===== src/include/pflm_pkg.sv =====
// constants, types and shared helpers of the fault limit monitor
`default_nettype none
// *****************************************************************
// *****************************************************************
package pflm_pkg;
  localparam logic [7:0] CMD_OC_WARN = 8'h4A;
  localparam logic [7:0] CMD_OT_FAULT = 8'h4F;
  localparam logic [7:0] CMD_OT_RESP = 8'h50;
  localparam logic [7:0] CMD_OT_WARN = 8'h51;
  localparam logic [7:0] CMD_OV_FAULT = 8'h55;
  localparam logic [7:0] CMD_OV_RESP = 8'h56;
  localparam logic [7:0] CMD_OV_WARN = 8'h57;
  localparam logic [7:0] CMD_UV_WARN = 8'h58;
  localparam logic [7:0] CMD_UV_FAULT = 8'h59;
  localparam logic [15:0] RST_OVER_LIMIT = 16'h03FF;
  localparam logic [15:0] RST_UNDER_LIMIT = 16'h0000;
  localparam logic [7:0] RST_RESP = 8'hC0;
  localparam int RESP_MODE_HI = 7;
  localparam int RESP_MODE_LO = 6;
  localparam int RESP_RETRY_HI = 5;
  localparam int RESP_RETRY_LO = 3;
  localparam int RESP_DELAY_HI = 2;
  localparam int RESP_DELAY_LO = 0;
  localparam logic [1:0] MODE_HICCUP = 2'h2;
  localparam logic [1:0] MODE_OFF = 2'h3;
  localparam logic [2:0] RETRY_FOREVER = 3'h7;
  localparam int CLK_KHZ = 200000;
  localparam int OT_OFF_MS = 3000;
  localparam int HICCUP_UNIT_MS = 100;
  localparam int OT_OFF_CYCLES = OT_OFF_MS * CLK_KHZ;
  localparam int HICCUP_UNIT_CYCLES = HICCUP_UNIT_MS * CLK_KHZ;
  // fixed point: 16 fraction bits
  localparam logic signed [47:0] OT_HYST = 48'sh0000_0005_0000;
  localparam logic signed [47:0] OV_HYST = 48'sh0000_0005_0000;
  localparam logic signed [47:0] UV_MARGIN = 48'sh0000_0002_0000;
  localparam logic [4:0] STORE_EXP = 5'h1C;
  localparam int CH_OT = 0;
  localparam int CH_OV = 1;

  typedef enum logic [3:0] {
    PROT_RUN = 4'h1, PROT_WAIT = 4'h2, PROT_HOLD = 4'h4, PROT_LATCH = 4'h8
  } pflm_prot_t;

  typedef struct packed {
    logic valid;
    logic write;
    logic [7:0] code;
    logic [15:0] wdata;
  } pflm_cmd_t;

  typedef struct packed {
    logic [15:0] iout;
    logic [15:0] temp;
    logic [15:0] vin;
    logic [15:0] vin_on;
    logic [15:0] vin_off;
  } pflm_tele_t;

  function automatic logic signed [47:0] lin_to_fix(input logic [15:0] w);
    logic signed [47:0] m;
    logic [4:0] s;
    m = 48'(signed'(w[10:0]));
    s = w[15:11] + 5'h10;
    return m <<< s;
  endfunction

  function automatic logic [15:0] fix_to_lin(input logic signed [47:0] f);
    logic signed [47:0] m;
    m = f >>> 12;
    if (m > 48'sd1023)
      m = 48'sd1023;
    else if (m < -48'sd1024)
      m = -48'sd1024;
    return {STORE_EXP, m[10:0]};
  endfunction
endpackage
`default_nettype wire


===== src/rtl/pflm_monitor.sv =====
// fault and warning limit monitor with protective output control
`default_nettype none
module pflm_monitor #(
  parameter int unsigned OT_OFF_CYC = pflm_pkg::OT_OFF_CYCLES,
  parameter int unsigned HICCUP_UNIT_CYC = pflm_pkg::HICCUP_UNIT_CYCLES
) (
  input wire logic clk,
  input wire logic nrst,
  input wire pflm_pkg::pflm_cmd_t cmd,
  input wire logic clear_faults,
  input wire pflm_pkg::pflm_tele_t tele,
  input wire logic init_done,
  input wire logic operation_on,
  input wire logic ctrl_pin,
  output logic [15:0] rd_data,
  output logic cmd_ack,
  output logic cmd_err,
  output logic [6:0] alert_src,
  output logic alert_line_n_out,
  output logic alert_line_n_oe,
  output logic output_enable
);
  import pflm_pkg::*;

  typedef struct packed {
    logic [15:0] oc_warn;
    logic [15:0] ot_flt;
    logic [15:0] ot_warn;
    logic [15:0] ov_flt;
    logic [15:0] ov_warn;
    logic [15:0] uv_warn;
    logic [15:0] uv_flt;
    logic [1:0][7:0] resp;
    logic [2:0] sync;
    logic ctrl_lvl;
    logic en_prev;
    pflm_prot_t [1:0] prot;
    logic [1:0][31:0] timer;
    logic [1:0][6:0] retries;
    logic [1:0] hic;
    logic [6:0] flags;
    logic [15:0] rd_data;
    logic ack;
    logic err;
    logic out_en;
  } pflm_state_t;

  pflm_state_t s_reg;
  pflm_state_t s_next;

  // *****************************************************************
  // compare telemetry against limits
  // *****************************************************************
  logic signed [47:0] iout_f, temp_f, vin_f, uv_eff, uv_off_f, uv_flt_f, uv_floor;
  logic [6:0] exceed;
  logic [1:0] fault;
  logic [1:0] restart_ok;
  logic uv_low;
  logic en_now;
  logic reenable;

  always_comb
  begin
    iout_f = lin_to_fix(tele.iout);
    temp_f = lin_to_fix(tele.temp);
    vin_f = lin_to_fix(tele.vin);
    uv_flt_f = lin_to_fix(s_reg.uv_flt);
    uv_off_f = lin_to_fix(tele.vin_off);
    uv_floor = lin_to_fix(tele.vin_on) - UV_MARGIN;
    uv_eff = (uv_flt_f > uv_off_f) ? uv_flt_f : uv_off_f;
    exceed[0] = iout_f > lin_to_fix(s_reg.oc_warn);
    exceed[1] = init_done && (temp_f > lin_to_fix(s_reg.ot_flt));
    exceed[2] = temp_f > lin_to_fix(s_reg.ot_warn);
    exceed[3] = init_done && (vin_f > lin_to_fix(s_reg.ov_flt));
    exceed[4] = vin_f > lin_to_fix(s_reg.ov_warn);
    exceed[5] = vin_f < lin_to_fix(s_reg.uv_warn);
    exceed[6] = init_done && (vin_f < uv_eff);
    uv_low = exceed[6];
    fault[CH_OT] = exceed[1];
    fault[CH_OV] = exceed[3];
    restart_ok[CH_OT] = temp_f < (lin_to_fix(s_reg.ot_flt) - OT_HYST);
    restart_ok[CH_OV] = vin_f < (lin_to_fix(s_reg.ov_flt) - OV_HYST);
    en_now = operation_on && s_reg.ctrl_lvl;
    reenable = en_now && !s_reg.en_prev;
  end

  // *****************************************************************
  // next state
  // *****************************************************************
  always_comb
  begin
    logic [1:0] mode;
    logic [2:0] rcode;
    logic [2:0] dcode;
    logic signed [47:0] wr_f;
    mode = 2'h0;
    rcode = 3'h0;
    dcode = 3'h0;
    wr_f = '0;
    s_next = s_reg;
    s_next.ack = 1'b0;
    s_next.err = 1'b0;
    s_next.sync = {s_reg.sync[1:0], ctrl_pin};
    if (s_reg.sync[1] == s_reg.sync[2])
      s_next.ctrl_lvl = s_reg.sync[2];
    s_next.en_prev = en_now;

    // command port
    if (cmd.valid)
    begin
      s_next.ack = 1'b1;
      if (cmd.write)
      begin
        case (cmd.code)
          CMD_OC_WARN: s_next.oc_warn = cmd.wdata;
          CMD_OT_FAULT: s_next.ot_flt = cmd.wdata;
          CMD_OT_RESP: s_next.resp[CH_OT] = cmd.wdata[7:0];
          CMD_OT_WARN: s_next.ot_warn = cmd.wdata;
          CMD_OV_FAULT: s_next.ov_flt = cmd.wdata;
          CMD_OV_RESP: s_next.resp[CH_OV] = cmd.wdata[7:0];
          CMD_OV_WARN: s_next.ov_warn = cmd.wdata;
          CMD_UV_WARN: s_next.uv_warn = cmd.wdata;
          CMD_UV_FAULT:
          begin
            wr_f = lin_to_fix(cmd.wdata);
            s_next.uv_flt = (wr_f < uv_floor) ? fix_to_lin(uv_floor) : cmd.wdata;
          end
          default: s_next.err = 1'b1;
        endcase
      end
      else
      begin
        case (cmd.code)
          CMD_OC_WARN: s_next.rd_data = s_reg.oc_warn;
          CMD_OT_FAULT: s_next.rd_data = s_reg.ot_flt;
          CMD_OT_RESP: s_next.rd_data = {8'h00, s_reg.resp[CH_OT]};
          CMD_OT_WARN: s_next.rd_data = s_reg.ot_warn;
          CMD_OV_FAULT: s_next.rd_data = s_reg.ov_flt;
          CMD_OV_RESP: s_next.rd_data = {8'h00, s_reg.resp[CH_OV]};
          CMD_OV_WARN: s_next.rd_data = s_reg.ov_warn;
          CMD_UV_WARN: s_next.rd_data = s_reg.uv_warn;
          CMD_UV_FAULT: s_next.rd_data = s_reg.uv_flt;
          default:
          begin
            s_next.rd_data = 16'h0000;
            s_next.err = 1'b1;
          end
        endcase
      end
    end

    // sticky alert sources, set wins over clear
    if (clear_faults)
      s_next.flags = 7'h00;
    s_next.flags = s_next.flags | exceed;

    // protection per channel
    for (int i = 0; i < 2; i++)
    begin
      mode = s_reg.resp[i][RESP_MODE_HI:RESP_MODE_LO];
      rcode = s_reg.resp[i][RESP_RETRY_HI:RESP_RETRY_LO];
      dcode = s_reg.resp[i][RESP_DELAY_HI:RESP_DELAY_LO];
      case (s_reg.prot[i])
        PROT_RUN:
        begin
          if (!fault[i])
            s_next.hic[i] = 1'b0;
          else if (mode == MODE_OFF)
          begin
            s_next.prot[i] = PROT_WAIT;
            s_next.timer[i] = (i == CH_OT) ? 32'(OT_OFF_CYC) : 32'h0000_0000;
          end
          else if (mode == MODE_HICCUP)
          begin
            s_next.prot[i] = PROT_WAIT;
            s_next.timer[i] = 32'(HICCUP_UNIT_CYC) << dcode;
            s_next.hic[i] = 1'b1;
            if (!s_reg.hic[i])
              s_next.retries[i] = 7'h01 << rcode;
          end
        end
        PROT_WAIT:
        begin
          if (s_reg.timer[i] != 32'h0000_0000)
            s_next.timer[i] = s_reg.timer[i] - 32'h0000_0001;
          else
            s_next.prot[i] = PROT_HOLD;
        end
        PROT_HOLD:
        begin
          if (mode == MODE_HICCUP)
          begin
            if (rcode == RETRY_FOREVER)
              s_next.prot[i] = PROT_RUN;
            else if (s_reg.retries[i] == 7'h00)
              s_next.prot[i] = PROT_LATCH;
            else
            begin
              s_next.retries[i] = s_reg.retries[i] - 7'h01;
              s_next.prot[i] = PROT_RUN;
            end
          end
          else if (restart_ok[i])
            s_next.prot[i] = PROT_RUN;
        end
        PROT_LATCH: s_next.prot[i] = PROT_LATCH;
        default: s_next.prot[i] = PROT_RUN;
      endcase
      if (reenable && s_reg.prot[i] != PROT_RUN)
      begin
        s_next.prot[i] = PROT_RUN;
        s_next.hic[i] = 1'b0;
      end
    end

    s_next.out_en = en_now && !uv_low && (s_next.prot[CH_OT] == PROT_RUN)
      && (s_next.prot[CH_OV] == PROT_RUN);
  end

  // *****************************************************************
  // state register
  // *****************************************************************
  always_ff @(posedge clk or negedge nrst)
  begin
    if (!nrst)
    begin
      s_reg.oc_warn <= RST_OVER_LIMIT;
      s_reg.ot_flt <= RST_OVER_LIMIT;
      s_reg.ot_warn <= RST_OVER_LIMIT;
      s_reg.ov_flt <= RST_OVER_LIMIT;
      s_reg.ov_warn <= RST_OVER_LIMIT;
      s_reg.uv_warn <= RST_UNDER_LIMIT;
      s_reg.uv_flt <= RST_UNDER_LIMIT;
      s_reg.resp <= {RST_RESP, RST_RESP};
      s_reg.sync <= 3'h0;
      s_reg.ctrl_lvl <= 1'b0;
      s_reg.en_prev <= 1'b0;
      s_reg.prot[0] <= PROT_RUN;
      s_reg.prot[1] <= PROT_RUN;
      s_reg.timer <= '0;
      s_reg.retries <= '0;
      s_reg.hic <= 2'h0;
      s_reg.flags <= 7'h00;
      s_reg.rd_data <= 16'h0000;
      s_reg.ack <= 1'b0;
      s_reg.err <= 1'b0;
      s_reg.out_en <= 1'b0;
    end
    else
      s_reg <= s_next;
  end

  // *****************************************************************
  // outputs
  // *****************************************************************
  assign rd_data = s_reg.rd_data;
  assign cmd_ack = s_reg.ack;
  assign cmd_err = s_reg.err;
  assign alert_src = s_reg.flags;
  assign alert_line_n_out = 1'b0;
  assign alert_line_n_oe = |s_reg.flags;
  assign output_enable = s_reg.out_en;
endmodule
`default_nettype wire


===== config.mk =====
export PLATFORM = sky130hd
export DESIGN_NAME = pflm_monitor
export DESIGN_NICKNAME = d
export VERILOG_FILES = /design/src/include/pflm_pkg.sv /design/src/rtl/pflm_monitor.sv
export SDC_FILE = /design/constraint.sdc
export NUM_CORES = 2
export LEC_CHECK = 0
export BUFFER_PORTS_ARGS = -buffer_cell sky130_fd_sc_hd__buf_2
export CORE_MARGIN = 2
export CORE_UTILIZATION = 40
export CTS_BUF_LIST = sky130_fd_sc_hd__clkbuf_4
export DETAILED_ROUTE_END_ITERATION = 7
export GPL_TIMING_DRIVEN = 0
export PLACE_DENSITY = 0.53
export SLEW_MARGIN = 5
export SYNTH_ARGS = -nofsm -noshare
export SYNTH_HDL_FRONTEND = slang
export SYNTH_SLANG_ARGS = --single-unit

===== constraint.sdc =====
create_clock -name clk -period 16.8 [get_ports clk]
set_clock_uncertainty 0.2 [all_clocks]
set_input_delay 4.2 -clock clk [delete_from_list [all_inputs] [get_ports clk]]
set_output_delay 4.2 -clock clk [all_outputs]
set_load 0.01 [all_outputs]

; After elaboration in Yosys (flattened, before gate mapping)
; Index checks and enable logic that the tools add are counted.
[totals]
ff_bits = 247
input_bits = 112
output_inout_bits = 28
wordCells = 231
[classes]
add_sub_neg = 20
n_lt_le_gt_ge = 13
eq_ne = 50
n_shift = 17
muxes = 64
bitwise = 2
reduce_logical = 40
[ops]
columns = op, count
row1 = 11-bit by 5-bit <<< shifter with 48-bit output, 13
row2 = 48-bit > comparator, 6
row3 = 32-bit two-way mux, 8
row4 = 48-bit less-than comparator, 5
row5 = 16-bit one-hot mux with 9 select lines, 1
row6 = 32-bit one-hot mux with 2 select lines, 2
row7 = 7-bit two-way mux, 15
row8 = "48-bit by 20-bit subtractor with 48-bit output, second input constant", 2
row9 = "8-bit by 7-bit equality test with 1-bit output, second input constant", 9
row10 = 4-bit two-way mux, 18
row11 = "5-bit adder, second input constant", 13
row12 = 32-bit nonzero test, 2
row13 = "25-bit by 3-bit left shift with 32-bit output, first input constant", 2
row14 = "32-bit by 1-bit subtractor with 32-bit output, second input constant", 2
row15 = 48-bit two-way mux, 1
row16 = "48-bit by 19-bit subtractor with 48-bit output, second input constant", 1
row17 = "36-bit by 11-bit > comparator with 1-bit output, second input constant", 1
row18 = "36-bit by 11-bit less-than comparator with 1-bit output, second input constant", 1
row19 = 3-bit AND reduction, 11
row20 = "2-bit != test, second input constant", 16
row21 = 4-bit one-hot mux with 4 select lines, 2
row22 = 7-bit one-hot mux with 2 select lines, 2
row23 = 11-bit two-way mux, 2
row24 = "4-bit by 1-bit equality test with 1-bit output, second input constant", 4
row25 = 26 further kinds, 67

; Longest topological paths before layout
[logic_depth]
ltp_word = 11
mapped_depth = 36
ltp_nobuf = 32

; Worst setup path before layout
; OpenSTA, ideal clock, no wires.
[synth_path]
path_kind = input port to flip-flop
startpoint = input tele[12] (netlist bit)
endpoint = register s_reg, in the netlist output_enable
setup_time_ns = 0.125
t_arrival_ns = 10.350
t_required_ns = 16.475
path_slack_ns = 6.125
stages = 31
path_buffers = 5
cell_sequence = clkbuf_1 -> clkbuf_1 -> mux2i_1 -> a21oi_1 -> nand2_1 -> o21ai_0 -> o21ai_0 -> inv_1 -> ha_1 -> a21o_1 -> a21o_1 -> a21oi_1 -> o21ai_0 -> a221o_1 -> nand2_1 -> a31o_2 -> and3_1 -> clkbuf_1 -> clkbuf_1 -> clkbuf_1 -> a21oi_1 -> ha_1 -> nand2_1 -> or3_1 -> or3_1 -> nor3_1 -> nand4_1 -> a311oi_1 -> a211oi_1 -> mux2i_1 -> a2111oi_0
[synth_lines]
columns = item, line
row1 = from (decl), pflm_monitor.sv:11  ; input wire pflm_pkg::pflm_tele_t tele,
row2 = to (signal assigned), pflm_monitor.sv:250  ; s_reg <= s_next;
row3 = to (decl), pflm_monitor.sv:48  ; pflm_state_t s_reg;

==> results.yml <==
detailed_routing:
  drtIter0Drc: 4343
  drt-met1-wl_mm: 68.13
  ant_nets: 0
  route.detailed.drc: 0
  dr_wl_met2_mm: 64.65
  via_count: 39508
  top_layer_used: "met5"
  wl_mm: 147.0
  vias_per_cell: 6.038
  routed-wl-met3_mm: 9.606
  wl_per_cell_um: 22.47
  dr.pass1.iters: 6
setup_path:
  crit_buf_inv: 6
  slowest_stage: "mux2i_1"
  path_max_fanout: 10
  r2r_start: "s_reg[146]"
  crit_family: "compound AO/OA/AOI/OAI gates"
  crit_required_ps: 17250
  worstReg2RegEnd: "output_enable"
  reg2reg_setup_slack_ps: 7320
  cp-startpoint: "tele[11]"
  r2r_cells: 29
  worstPathArrival_ps: 12840
  slowest_delay_ps: 900
  criticalPathCategory: "primary input to flip-flop"
  cp-start-kind: "primary input"
  endpoint_kind: "flip-flop"
cells_and_area:
  drive_gt1_frac: 0.1147
  fillers: 9802
  layout_common_cells: "nand2_1 (517), o21ai_0 (482), nor2_1 (463)"
  layout_commonest_cell: "nand2_1"
  largest_reg_flops: 219
  instances_no_fill: 6543
  area_delta_synth_final_pct: 8.853
  nets: 5801
sta:
  post-route-min-period_ps: 12390
  final_max_slew_viol_count: 0
  final.period_utilization: 0.7375
  rsz0062_at_grt: "false"
  tightest_slew_ps: 1353
  finalHoldViolCount: 0
  tns_ps: 0
  slew_headroom: 0.08819
  finalSetupViolCount: 0
  max_freq_ghz: 0.08071
grt:
  globalRouteOverflowTotal: 0
  grt_max_degree: 96
  antenna_found_initial: 9
  grt_pass1_wl_mm: 224.4
  grt_use_total: 0.2931
  grt_pass1_vias: 37059
power:
  vdd_drop_max_mv: 0.06140
  power.leakage_uw: 0.01811
  powerDensity_mw_per_mm2: 64.90
clocking:
  post_cts_buffers: 0
  ctsHoldBuffers: 0
  htree_levels: 3
  worstSkewPairLatency_ps: 840
  cts_max_path_buffers: 3
  cts-root-buf: "clkbuf_4"
  clock_sinks: 247
  cts_tree: "done"
  path_clk_slew_ps: 60
  cts_made_buffers: 73
  post_cts_resized: 0
die:
  io_pins: 140
  dieArea_mm2: 0.09688
  die-width_um: 311.3
  core_area_mm2: 0.09347
  start_util: 0.4040
  num_rows: 112
  die-height_um: 311.3
logic_synthesis:
  syn_area_mm2: 0.03776
  synth_cells: 5021
  synth_warnings: 0
  synth_edf_count: 0
  yosys_most_used_dff: "dfrtp_1"
  synth_seq_cells: 247
  synth_async_sr_flop_share: 1.000
  ys_seq_area_frac: 0.1655
  syn_avg_cell_area_um2: 7.521
  syn_nets: 5595
  ys_types: 102
min_path:
  holdPathStages: 0
  worstHoldEndpoint: "s_next[118]"
  hold_path_class: "flip-flop to flip-flop"
  min_from: "s_next[117]"
placed_design:
  gp_congestion: 0.9634
  port_buffers: 122
  hpwl_mm: 117.9
  placed_cells: 6406
status:
  status: "completed"
job:
  max_cap_violations: 0
-- how the worst max path moves through the flow --
stage / depth (start not counted) / endpoint / slack [ps]
final: 33 / output_enable / 4410
after global routing: 33 / output_enable / 3980
after CTS: 33 / output_enable / 4630
after detailed placement: 33 / output_enable / 3760
after global placement: 33 / output_enable / 3730
after floorplan: 31 / output_enable / 6120
-- area by class of cell --
class | instances | area (µm²) | share of cell area
multi-input combinational | 4285 | 29600 | 0.7202
sequential | 247 | 6251 | 0.1521
tap | 1254 | 1569 | 0.03817
buffer | 343 | 1419 | 0.03452
clock buffer | 108 | 810.8 | 0.01972
timing repair buffer | 131 | 735.7 | 0.01790
inverter | 146 | 548.0 | 0.01333
clock inverter | 23 | 152.6 | 0.003713
antenna | 6 | 15.01 | 0.0003653
-- cell families (layout without fill, tap and decap cells) --
family | after synthesis | after routing | share of synthesized area
AO/OA/AOI/OAI | 1587 | 1587 | 0.2617
XOR/XNOR | 68 | 68 | 0.01577
multiplexers | 460 | 460 | 0.1342
other | 1 | 7 | 0.00009930
AND/OR/NAND/NOR | 1706 | 1706 | 0.2173
flip-flops | 247 | 247 | 0.1655
buffers and inverters | 489 | 751 | 0.05209
adder cells (fa/ha/maj) | 463 | 463 | 0.1533
-- power by group --
group / switching [µW] / total (µW) / internal (µW)
Sequential: 80.9 / 758 / 677
Combinational: 821 / 1290 / 469
Clock: 294 / 620 / 325
Total: 1200 / 2670 / 1470
-- through the flow --
stage / util / hold slack (ps) / cell area (µm²) / power, µW / worst slack (ps)
after floorplan: - / 131.2 / 37760 / 1630 / 6125
after global placement: 0.4273 / 136.8 / 39940 / 2019 / 3728
after detailed placement: 0.4292 / 140.5 / 40120 / 2029 / 3765
after global routing: 0.4397 / 156.3 / 41100 / 2876 / 3982
after CTS: 0.4395 / 155.2 / 41080 / 2662 / 4629
final: 0.4398 / 152.2 / 41110 / 2668 / 4410
-- synth_stat cells, types with 65 or more instances --
library cell / count / area share
nand2_1: 517 / 0.051
clkbuf_1: 264 / 0.026
and2_1: 65 / 0.011
a21o_1: 162 / 0.032
mux2_2: 155 / 0.046
nor2_1: 463 / 0.046
nand2b_1: 92 / 0.015
nor3_1: 103 / 0.014
dfrtp_1: 191 / 0.13
nand4_1: 101 / 0.017
a21oi_1: 400 / 0.053
nand3_1: 66 / 0.0087
mux2i_1: 282 / 0.075
o21ai_0: 484 / 0.064
ha_1: 462 / 0.15
inv_1: 137 / 0.014
nor2b_1: 87 / 0.014
-- layer usage --
metal / up-vias / global-route usage
li1: 18959 / -
met1: 18734 / 0.4152
met2: 1537 / 0.4610
met3: 272 / 0.03966
met4: 6 / 0.08805
met5: - / 0
Note: power is estimated with default switching activity, not from simulation.
